$ cat config.mk
export PLATFORM = sky130hd
export DESIGN_NAME = dsp_pwm
export DESIGN_NICKNAME = d
export VERILOG_FILES = /design/src/dsp_pkg.sv /design/src/dsp_prescaler.sv /design/src/dsp_pwm.sv
export VERILOG_INCLUDE_DIRS = /design/src
export SDC_FILE = /design/constraint.sdc
export NUM_CORES = 1
export LEC_CHECK = 0
export BUFFER_PORTS_ARGS = -buffer_cell sky130_fd_sc_hd__buf_2
export CELL_PAD_IN_SITES_DETAIL_PLACEMENT = 1
export CELL_PAD_IN_SITES_GLOBAL_PLACEMENT = 2
export CORE_ASPECT_RATIO = 0.75
export CORE_UTILIZATION = 39
export DETAILED_ROUTE_END_ITERATION = 6
export PLACE_DENSITY = 0.82
export REMOVE_ABC_BUFFERS = 1
export SYNTH_ARGS = -nofsm -noshare
export SYNTH_HDL_FRONTEND = slang
export SYNTH_SLANG_ARGS = --single-unit
$ cat constraint.sdc
create_clock -name core_clk -period 4.4 [get_ports core_clk]
set_clock_uncertainty 0.15 [all_clocks]
set_input_delay 0.22 -clock core_clk [delete_from_list [all_inputs] [get_ports core_clk]]
set_output_delay 0.22 -clock core_clk [all_outputs]
set_load 0.02 [all_outputs]
$ cat src/dsp_cfg.svh
// Offsets, field positions, reset values and counts of the dual-slope PWM.
// Assumes inclusion by bare name from the package and the design files.
`ifndef DSP_CFG_SVH
`define DSP_CFG_SVH

// ********************************************************************
// Register byte offsets (one aligned 32-bit word each)
// ********************************************************************
`define DSP_OFF_CTRL 8'h00
`define DSP_OFF_COUNT 8'h04
`define DSP_OFF_CMP_A 8'h08
`define DSP_OFF_CMP_B 8'h0c
`define DSP_OFF_CAPT_TOP 8'h10
`define DSP_OFF_FLAGS 8'h14
`define DSP_OFF_STATUS 8'h18

// ********************************************************************
// Field positions and widths
// ********************************************************************
`define DSP_CTRL_W 15
`define DSP_FLAGS_W 4
`define DSP_FLAG_OVF 0
`define DSP_FLAG_MATCH_A 1
`define DSP_FLAG_MATCH_B 2
`define DSP_FLAG_CAPT 3
`define DSP_STAT_DIR 0
`define DSP_STAT_WAVE_A 1
`define DSP_STAT_WAVE_B 2
`define DSP_WAVE_TOP_BIT 3

// ********************************************************************
// Modes and encodings
// ********************************************************************
`define DSP_MODE_CAPT_TOP 4'h8
`define DSP_MODE_CMPA_TOP 4'h9
`define DSP_OUT_OFF 2'h0
`define DSP_OUT_TOGGLE 2'h1
`define DSP_OUT_NONINV 2'h2
`define DSP_OUT_INV 2'h3
`define DSP_BOTTOM 16'h0000
`define DSP_MIN_TOP 16'h0003

// ********************************************************************
// Prescaler selects and divide-minus-one limits (1, 8, 64, 256, 1024)
// ********************************************************************
`define DSP_CS_STOP 3'h0
`define DSP_CS_DIV1 3'h1
`define DSP_CS_DIV8 3'h2
`define DSP_CS_DIV64 3'h3
`define DSP_CS_DIV256 3'h4
`define DSP_CS_DIV1024 3'h5
`define DSP_LIM_DIV1 10'h000
`define DSP_LIM_DIV8 10'h007
`define DSP_LIM_DIV64 10'h03f
`define DSP_LIM_DIV256 10'h0ff
`define DSP_LIM_DIV1024 10'h3ff

// ********************************************************************
// Reset values and clock
// ********************************************************************
`define DSP_RST_CTRL 15'h0000
`define DSP_RST_VALUE 16'h0000
`define DSP_RST_FLAGS 4'h0
`define DSP_CLK_PERIOD_NS 100

`endif

$ cat src/dsp_pkg.sv
// Types shared by the dual-slope PWM files.
// Assumes dsp_cfg.svh is on the include path.
`include "dsp_cfg.svh"

package dsp_pkg;

  // ******************************************************************
  // Control word, software visible
  // ******************************************************************
  typedef struct packed {
    logic pin_dir_b;
    logic pin_dir_a;
    logic out_sel_b;
    logic out_sel_a;
    logic [2:0] clk_sel;
    logic [1:0] out_mode_a;
    logic [1:0] out_mode_b;
    logic [3:0] wave_mode_select;
  } dsp_ctrl_type;

  // ******************************************************************
  // Event flags
  // ******************************************************************
  typedef struct packed {
    logic capture_flag;
    logic match_flag_b;
    logic match_flag_a;
    logic overflow_flag;
  } dsp_flags_type;

  typedef enum logic {
    DSP_UP = 1'b0,
    DSP_DOWN = 1'b1
  } dsp_dir_type;

endpackage : dsp_pkg

$ cat src/dsp_prescaler.sv
// Timer tick generator: divides core_clk by 1, 8, 64, 256 or 1024.
// Assumes clk_sel is held steady by software between changes.
`timescale 1ns/1ps
`include "dsp_cfg.svh"

module dsp_prescaler (
  input wire logic core_clk,
  input wire logic nrst,
  input wire logic [2:0] clk_sel,
  output logic timer_tick
);
  import dsp_pkg::*;

  logic [9:0] div_count;
  logic [9:0] limit;
  logic run;

  always_comb begin
    run = 1'b1;
    unique case (clk_sel)
      `DSP_CS_DIV1: limit = `DSP_LIM_DIV1;
      `DSP_CS_DIV8: limit = `DSP_LIM_DIV8;
      `DSP_CS_DIV64: limit = `DSP_LIM_DIV64;
      `DSP_CS_DIV256: limit = `DSP_LIM_DIV256;
      `DSP_CS_DIV1024: limit = `DSP_LIM_DIV1024;
      default: begin
        limit = `DSP_LIM_DIV1;
        run = 1'b0;
      end
    endcase
  end

  // ******************************************************************
  // Divider; a stopped select parks the divider so restart is clean
  // ******************************************************************
  always_ff @(posedge core_clk or negedge nrst) begin
    if (!nrst) begin
      div_count <= 10'h000;
      timer_tick <= 1'b0;
    end else if (!run) begin
      div_count <= 10'h000;
      timer_tick <= 1'b0;
    end else if (div_count >= limit) begin
      div_count <= 10'h000;
      timer_tick <= 1'b1;
    end else begin
      div_count <= div_count + 10'h001;
      timer_tick <= 1'b0;
    end
  end

endmodule : dsp_prescaler

$ cat src/dsp_pwm.sv
// Dual-slope, symmetric PWM counter with two compare channels and an
// Avalon-MM register slave.
// Assumes one clock, core_clk, with inputs synchronous to it, and a
// port pad outside that resolves out/oe onto the pin.
`timescale 1ns/1ps
`include "dsp_cfg.svh"

// Function
// - Symmetric dual-slope mode is active when wave mode select is 8 or 9.
// - Count rises from zero to the ceiling, then falls back to zero.
// - Ceiling is capture top value in mode 8, compare A in mode 9.
// - Count holds the ceiling for one tick, then counts down.
// - Non-inverting: clear on match counting up, set on match counting down.
// - Inverting: set on match counting up, clear on match counting down.
// - Output mode two gives non-inverted PWM, three gives inverted PWM.
// - Ceilings from 0x0003 up to the full 16-bit maximum are supported.
// - Compares reload from buffers at bottom; overflow flag set same tick.
// - Ceiling's own flag, match A or capture, is set at the ceiling.
// - Each channel's match flag is set when count equals its compare.
// - Waveform reaches pin only with direction output and output select.
// - Non-inverting: compare zero gives constant low, compare at ceiling gives high.
// - Timer tick is core clock divided by 1, 8, 64, 256 or 1024.
// - Fully synchronous; tick only enables counting, waveforms, flags and reload.
// - Output period is twice the ceiling in timer ticks.
// - Output mode zero leaves the pin under normal port control.
// - Output mode one: A toggles if top mode bit set, else off; B off.
module dsp_pwm #(
  parameter int CW = 16
) (
  input wire logic core_clk,
  input wire logic nrst,
  input wire logic [7:0] avs_address,
  input wire logic avs_read,
  input wire logic avs_write,
  input wire logic [31:0] avs_writedata,
  input wire logic [3:0] avs_byteenable,
  output logic [31:0] avs_readdata,
  output logic avs_waitrequest,
  input wire logic port_out_a,
  input wire logic port_out_b,
  output logic wave_pin_a_out,
  output logic wave_pin_a_oe,
  output logic wave_pin_b_out,
  output logic wave_pin_b_oe,
  output logic wave_out_a,
  output logic wave_out_b,
  output dsp_pkg::dsp_flags_type flags
);
  import dsp_pkg::*;

  // ******************************************************************
  // State
  // ******************************************************************
  dsp_ctrl_type ctrl;
  dsp_dir_type dir;
  logic [CW-1:0] count_value;
  logic [CW-1:0] capture_top_value;
  logic [CW-1:0] cmp_buf [2];
  logic [CW-1:0] cmp_act [2];
  logic [1:0] wave;
  logic timer_tick;

  logic pfc_mode;
  logic [CW-1:0] top;
  logic at_top;
  logic at_bottom;
  logic step;
  logic [1:0] match;
  logic [1:0] out_mode [2];
  logic [1:0] connected;
  logic [1:0] out_sel;
  dsp_flags_type flag_set;
  dsp_flags_type flag_clr;

  logic commit_wr;
  logic [31:0] next_readdata;
  logic [31:0] merged_ctrl;
  logic [31:0] merged_cmp_a;
  logic [31:0] merged_cmp_b;
  logic [31:0] merged_capt;

  // Byte-lane merge of a write into a 32-bit view of a register
  function automatic logic [31:0] lane_merge(
    input logic [31:0] old,
    input logic [31:0] wd,
    input logic [3:0] be
  );
    logic [31:0] res;
    res = old;
    for (int i = 0; i < 4; i++) begin
      if (be[i]) begin
        res[8*i +: 8] = wd[8*i +: 8];
      end
    end
    return res;
  endfunction : lane_merge

  function automatic logic [31:0] widen(input logic [CW-1:0] v);
    return {{(32-CW){1'b0}}, v};
  endfunction : widen

  // ******************************************************************
  // Prescaler
  // ******************************************************************
  dsp_prescaler u_prescaler (
    .core_clk(core_clk),
    .nrst(nrst),
    .clk_sel(ctrl.clk_sel),
    .timer_tick(timer_tick)
  );

  // ******************************************************************
  // Count decode
  // ******************************************************************
  assign pfc_mode = (ctrl.wave_mode_select == `DSP_MODE_CAPT_TOP) ||
                    (ctrl.wave_mode_select == `DSP_MODE_CMPA_TOP);
  assign top = (ctrl.wave_mode_select == `DSP_MODE_CAPT_TOP) ?
               capture_top_value : cmp_act[0];
  // Reverse on >= so a ceiling lowered below the count cannot run away
  assign at_top = (count_value >= top);
  assign at_bottom = (count_value == CW'(`DSP_BOTTOM));
  assign step = timer_tick && pfc_mode;
  assign out_mode[0] = ctrl.out_mode_a;
  assign out_mode[1] = ctrl.out_mode_b;
  assign out_sel = {ctrl.out_sel_b, ctrl.out_sel_a};

  // ******************************************************************
  // Counter and direction
  // ******************************************************************
  always_ff @(posedge core_clk or negedge nrst) begin
    if (!nrst) begin
      dir <= DSP_UP;
      count_value <= CW'(`DSP_RST_VALUE);
    end else if (step) begin
      unique case (dir)
        DSP_UP: begin
          if (at_top) begin
            dir <= DSP_DOWN;
            count_value <= count_value - CW'(1);
          end else begin
            count_value <= count_value + CW'(1);
          end
        end
        DSP_DOWN: begin
          if (at_bottom) begin
            dir <= DSP_UP;
            count_value <= count_value + CW'(1);
          end else begin
            count_value <= count_value - CW'(1);
          end
        end
      endcase
    end
  end

  // ******************************************************************
  // Compare double buffer
  // ******************************************************************
  // Outside modes 8/9 the active value follows the buffer at once
  always_ff @(posedge core_clk or negedge nrst) begin
    if (!nrst) begin
      cmp_act[0] <= CW'(`DSP_RST_VALUE);
      cmp_act[1] <= CW'(`DSP_RST_VALUE);
    end else if (!pfc_mode || (step && at_bottom)) begin
      cmp_act[0] <= cmp_buf[0];
      cmp_act[1] <= cmp_buf[1];
    end
  end

  // ******************************************************************
  // Compare channels
  // ******************************************************************
  // At zero a match counts as rising and at the ceiling as falling, which
  // yields the constant levels for compare values of zero and the ceiling
  for (genvar ch = 0; ch < 2; ch++) begin : g_chan
    logic eff_up;
    assign match[ch] = (count_value == cmp_act[ch]);
    assign eff_up = at_bottom || (!at_top && (dir == DSP_UP));

    if (ch == 0) begin : g_conn_a
      assign connected[ch] = out_mode[ch][1] ||
        ((out_mode[ch] == `DSP_OUT_TOGGLE) &&
         ctrl.wave_mode_select[`DSP_WAVE_TOP_BIT]);
    end else begin : g_conn_b
      assign connected[ch] = out_mode[ch][1];
    end

    always_ff @(posedge core_clk or negedge nrst) begin
      if (!nrst) begin
        wave[ch] <= 1'b0;
      end else if (step && match[ch]) begin
        unique case (out_mode[ch])
          `DSP_OUT_NONINV: wave[ch] <= !eff_up;
          `DSP_OUT_INV: wave[ch] <= eff_up;
          `DSP_OUT_TOGGLE: begin
            if (connected[ch]) begin
              wave[ch] <= !wave[ch];
            end
          end
          `DSP_OUT_OFF: wave[ch] <= wave[ch];
        endcase
      end
    end
  end

  // ******************************************************************
  // Pins and outputs
  // ******************************************************************
  // Output mode 2 and 3 select the polarity above; pin takes the wave
  // only with the channel connected and its output select set
  always_ff @(posedge core_clk or negedge nrst) begin
    if (!nrst) begin
      wave_pin_a_out <= 1'b0;
      wave_pin_b_out <= 1'b0;
      wave_pin_a_oe <= 1'b0;
      wave_pin_b_oe <= 1'b0;
      wave_out_a <= 1'b0;
      wave_out_b <= 1'b0;
    end else begin
      wave_pin_a_out <= (connected[0] && out_sel[0]) ?
                        wave[0] : port_out_a;
      wave_pin_b_out <= (connected[1] && out_sel[1]) ?
                        wave[1] : port_out_b;
      wave_pin_a_oe <= ctrl.pin_dir_a;
      wave_pin_b_oe <= ctrl.pin_dir_b;
      wave_out_a <= wave[0];
      wave_out_b <= wave[1];
    end
  end

  // ******************************************************************
  // Flags
  // ******************************************************************
  always_comb begin
    flag_set = '0;
    flag_set.overflow_flag = step && at_bottom;
    flag_set.match_flag_a = step && match[0];
    flag_set.match_flag_b = step && match[1];
    if (step && (count_value == top)) begin
      if (ctrl.wave_mode_select == `DSP_MODE_CMPA_TOP) begin
        flag_set.match_flag_a = 1'b1;
      end else begin
        flag_set.capture_flag = 1'b1;
      end
    end
  end

  always_comb begin
    flag_clr = '0;
    if (commit_wr && (avs_address == `DSP_OFF_FLAGS) && avs_byteenable[0]) begin
      flag_clr = dsp_flags_type'(avs_writedata[`DSP_FLAGS_W-1:0]);
    end
  end

  // A hardware event in the cycle of a software clear is kept
  always_ff @(posedge core_clk or negedge nrst) begin
    if (!nrst) begin
      flags <= dsp_flags_type'(`DSP_RST_FLAGS);
    end else begin
      flags <= (flags & ~flag_clr) | flag_set;
    end
  end

  // ******************************************************************
  // Avalon-MM slave
  // ******************************************************************
  // Every access waits exactly one cycle; read data is registered
  assign commit_wr = avs_write && !avs_waitrequest;

  // ******************************************************************
  // Write data merge
  // ******************************************************************
  // Each register's 32-bit view with the written byte lanes merged in,
  // so a partial write keeps the lanes that were not enabled
  assign merged_ctrl = lane_merge(32'(ctrl), avs_writedata, avs_byteenable);
  assign merged_cmp_a = lane_merge(widen(cmp_buf[0]), avs_writedata,
                                   avs_byteenable);
  assign merged_cmp_b = lane_merge(widen(cmp_buf[1]), avs_writedata,
                                   avs_byteenable);
  assign merged_capt = lane_merge(widen(capture_top_value), avs_writedata,
                                  avs_byteenable);

  always_ff @(posedge core_clk or negedge nrst) begin
    if (!nrst) begin
      avs_waitrequest <= 1'b1;
    end else begin
      avs_waitrequest <= !((avs_read || avs_write) && avs_waitrequest);
    end
  end

  always_ff @(posedge core_clk or negedge nrst) begin
    if (!nrst) begin
      ctrl <= dsp_ctrl_type'(`DSP_RST_CTRL);
      cmp_buf[0] <= CW'(`DSP_RST_VALUE);
      cmp_buf[1] <= CW'(`DSP_RST_VALUE);
      capture_top_value <= CW'(`DSP_RST_VALUE);
    end else if (commit_wr) begin
      unique case (avs_address)
        `DSP_OFF_CTRL: begin
          ctrl <= dsp_ctrl_type'(merged_ctrl[`DSP_CTRL_W-1:0]);
        end
        `DSP_OFF_CMP_A: begin
          cmp_buf[0] <= merged_cmp_a[CW-1:0];
        end
        `DSP_OFF_CMP_B: begin
          cmp_buf[1] <= merged_cmp_b[CW-1:0];
        end
        `DSP_OFF_CAPT_TOP: begin
          capture_top_value <= merged_capt[CW-1:0];
        end
        default: begin
        end
      endcase
    end
  end

  always_comb begin
    next_readdata = 32'h0000_0000;
    unique case (avs_address)
      `DSP_OFF_CTRL: next_readdata = 32'(ctrl);
      `DSP_OFF_COUNT: next_readdata = widen(count_value);
      `DSP_OFF_CMP_A: next_readdata = widen(cmp_buf[0]);
      `DSP_OFF_CMP_B: next_readdata = widen(cmp_buf[1]);
      `DSP_OFF_CAPT_TOP: next_readdata = widen(capture_top_value);
      `DSP_OFF_FLAGS: next_readdata = 32'(flags);
      `DSP_OFF_STATUS: begin
        next_readdata[`DSP_STAT_DIR] = (dir == DSP_DOWN);
        next_readdata[`DSP_STAT_WAVE_A] = wave[0];
        next_readdata[`DSP_STAT_WAVE_B] = wave[1];
      end
      default: next_readdata = 32'h0000_0000;
    endcase
  end

  always_ff @(posedge core_clk or negedge nrst) begin
    if (!nrst) begin
      avs_readdata <= 32'h0000_0000;
    end else if (avs_read && avs_waitrequest) begin
      avs_readdata <= next_readdata;
    end
  end

endmodule : dsp_pwm

==> results by group <==
Clock tree
  • Clock transition at the register clock pins on the worst setup and hold paths after CTS: 0.07 ns
  • Maximum buffer depth of the clock tree: 2
  • Clk_lat worst skew: 0.44 ns
  • TritonCTS clock tree: built
  • Number of buffers created by CTS: 17
  • Maximum level of the CTS H-tree: 4
  • Number of cells upsized or downsized after cts: 0
  • Sinks on the clock net: 152
  • Cell at the root of the clock tree: sky130_fd_sc_hd__clkbuf_16

Worst setup path
  • Largest fanout of any net on the critical path: 19
  • Crit. End Element: register
  • Worst path depth: 13
  • Worst reg-to-reg path cell count: 13
  • Largest incremental delay on the critical path: 0.62 ns
  • Top Family by Delay on Critical Path: compound AO/OA/AOI/OAI gates
  • Reg-to-reg slack, setup: 0.25 ns
  • Most common cell type on the critical path: sky130_fd_sc_hd__buf_4
  • Worst Path Required: 4.61 ns
  • Class of the most critical setup path: reg2reg
  • CP Launch Type: register
  • Crit path to: count_value[12]
  • R2r endpoint: count_value[12]
  • Library cell contributing the largest single delay on the critical path: sky130_fd_sc_hd__a2111oi_1
  • Reg2Reg Launch Point: ctrl[2]
  • Cells traversed along the worst timing path: nor2_1, nand2_1, nor2_2, buf_4, mux2i_1, ha_1, a2111oi_1, o31ai_1, o32ai_2, buf_4, inv_1, a31oi_1, xnor2_1
  • Data arrival time at the worst-slack endpoint: 4.36 ns
  • Number of buffer and inverter stages on the critical path: 3
  • Crit. Startpoint: ctrl[2]

Cells and area
  • Net count, final: 884
  • Finished Layout Cells: 1,100
  • Antenna Cells: 0
  • Proportion of layout cells with a drive suffix above 1: 27.8%
  • Commonest non-fill, non-tap cell in the layout: sky130_fd_sc_hd__dfrtp_1
  • Area Growth Syn to Fin: 17.0%
  • Most frequent cells in the layout: sky130_fd_sc_hd__dfrtp_1, sky130_fd_sc_hd__mux2_2, sky130_fd_sc_hd__nand2_1
  • Non-Filler Cell Area, Final: 9510 um^2

GRT
  • Highest-utilization routing layer at the global route stage: met2
  • Met3 Resource Use GR: 4.74%
  • Maximum number of pins on one net before global-route repair: 101
  • Met1 GRT Util: 33.3%
  • Global-route wire length before repair: 38.5 mm
  • Routing usage on met2: 37.4%
  • GR Util All Layers: 24.0%
  • Vias in the first global route: 6,590
  • Global-route congestion overflow total: 0
  • Antenna violations before repair: 0

Logic synthesis
  • Count of distinct cell types in the synthesized netlist: 64
  • Mapped Avg Cell Area: 11.2 um^2
  • Most used flip-flop cell after synthesis: sky130_fd_sc_hd__dfrtp_1
  • Number of synthesized flops with an enable pin: 0
  • Portion of the post-synthesis area used by sequential elements: 46.8%
  • Synthesized instance count: 723
  • Post-synthesis instance area: 8130 um^2
  • Async SR Flop Fraction: 100%
  • Flip-flop and latch count after synthesis: 152
  • Number of warning messages in the yosys log: 0

Power and ir drop
  • Switching power: 0.000820 W
  • Int Pwr: 0.00239 W
  • Clock Power Share: 46.7%
  • Relative contribution of combinational cells to total power: 8.6%
  • Proportion of total power due to net switching: 25.6%
  • Power density over the cells: 337 nW/um^2
  • Total leakage power: 4.59 nW
  • Worst VDD drop: 208 uV
  • Sequential cell fraction of total power: 44.7%

Timing
  • Final worst-path setup slack: 0.255 ns
  • Setup repair after global routing missed its margin: no
  • Worst relative slew slack: 35.4%
  • Slew Viols, Final: 0
  • Slew at the pin with the worst max-slew slack: 0.964 ns
  • Final period demand of the worst path: 4.15 ns
  • Setup TNS: 0 ns
  • Highest clock frequency the design can meet: 241 MHz
  • Count of final setup violators: 0
  • Share of the clock period used by the worst path after layout: 94.2%
  • Final Hold Viols: 0

Place
  • Dpl hpwl: 17.0 mm
  • Final estimated routing congestion in global placement: 0.820
  • Count of input and output buffers: 58
  • Area of placed instances: 8710 um^2
  • Minimum setup slack after placement: 0.364 ns
  • Number of instances in the placed design: 1,047

Route
  • Via total after detailed routing: 6,199
  • Router iterations before antenna repair: 5
  • Vias per inst: 5.64
  • Drt initial violations: 310
  • DRT Wirelength: 24.1 mm
  • DRC errors left: 0
  • Antenna-violating nets left: 0
  • Post-detailed-route wirelength per cell: 21.9 um

Die
  • Area of the die: 21,400 um^2
  • Row cnt: 45
  • Die outline width: 169 um
  • Number of primary I/O pins: 93
  • Initial standard-cell utilization of the core: 40.0%
  • Core area: 20,300 um^2
  • Die boundary height: 127 um

Run status
  • Result of the run: completed

Hold path
  • Class of the worst hold path: in2reg

Job
  • Max-cap violations: 0
==> synthesized netlist by cell type, drive strengths merged (15+ instances only) <==
library cell	number	area share, %
dfrtp	151	46
mux2	100	14
nand2	60	2.8
buf	41	3.3
nor2	35	1.6
xnor2	31	3.3
ha	29	4.5
nand3	25	1.5
xor2	24	2.6
mux2i	18	2.2
o21ai	18	1.1
nor3	17	1.3
inv	16	0.74
a21oi	15	0.92
==> final cells by class <==
type / count / area [um^2]
Clock buffer: 21 / 460
Clock inverter: 11 / 136
Fill cell: 2176 / 10800
Inverter: 16 / 60.1
Multi-Input combinational cell: 517 / 4030
Sequential cell: 152 / 3800
Tap cell: 282 / 353
Timing Repair Buffer: 101 / 672
==> worst min-delay path: cells and delay by family <==
kind            cells  cell delay [ns]
buf+inv             1             0.10
compound gates      2             0.23
simple gates        1             0.07
==> per-stage QoR <==
stage          hold WS [ns]  utilization (%)  power (W)
6_report             0.0766             46.8    0.00321
4_1_cts              0.0776             46.8    0.00323
5_1_grt               0.119             46.8    0.00331
3_5_place_dp          0.246             42.8    0.00172
2_1_floorplan        -0.226                -    0.00159
3_3_place_gp          0.229             42.8    0.00171
==> how the worst min path moves through the flow <==
stage,startpoint,to,depth (start not counted)
2_1_floorplan,nrst,avs_readdata[0],0
3_3_place_gp,nrst,count_value[0],1
3_5_place_dp,nrst,count_value[1],1
4_1_cts,avs_address[5],avs_readdata[0],4
5_1_grt,avs_address[5],avs_readdata[2],4
6_report,avs_address[5],avs_readdata[2],4
==> power groups by stage <==
stage	Combinational, W	Sequential, W	Clock, W
detailed placement	0.000260	0.00146	0
CTS	0.000276	0.00143	0.00152
global route	0.000300	0.00144	0.00157
global placement	0.000252	0.00146	0
finish	0.000276	0.00143	0.00150
floorplan	0.000134	0.00146	0
==> kinds of logic (layout without fill, tap and decap cells) <==
| group | count (synthesis) | after routing | share of synthesized area, % |
|---|---|---|---|
| buf+inv | 69 | 149 | 4.60 |
| fa+ha+maj | 29 | 29 | 4.46 |
| mux | 119 | 119 | 16.3 |
| other cells | 1 | 16 | 0.0461 |
| xor+xnor | 55 | 55 | 5.92 |
| flops | 152 | 152 | 46.8 |
| simple gates | 195 | 195 | 12.4 |
| compound gates | 103 | 103 | 9.42 |
==> sequential cells by signal (all words and copies together), names as in the netlist, 2 cells and up <==
| register | flops |
|---|---|
| cmp_act | 32 |
| avs_readdata | 16 |
| ctrl | 14 |
| wave | 2 |
| u_prescaler.div_count | 10 |
| capture_top_value | 16 |
| count_value | 16 |
| flags | 4 |
| cmp_buf | 32 |
==> routing by layer <==
metal,share of wire [%],vias up
met3,4.7,37
met2,46,161
met1,48,3234
met5,0,-
met4,2.0,0
li1,-,2767
==> repair_timing <==
item,in CTS,in global routing
setup buffers,0,0
hold buffers,21,0
hold endpoints to repair,166,0
Power figures use the tool's default switching activity.
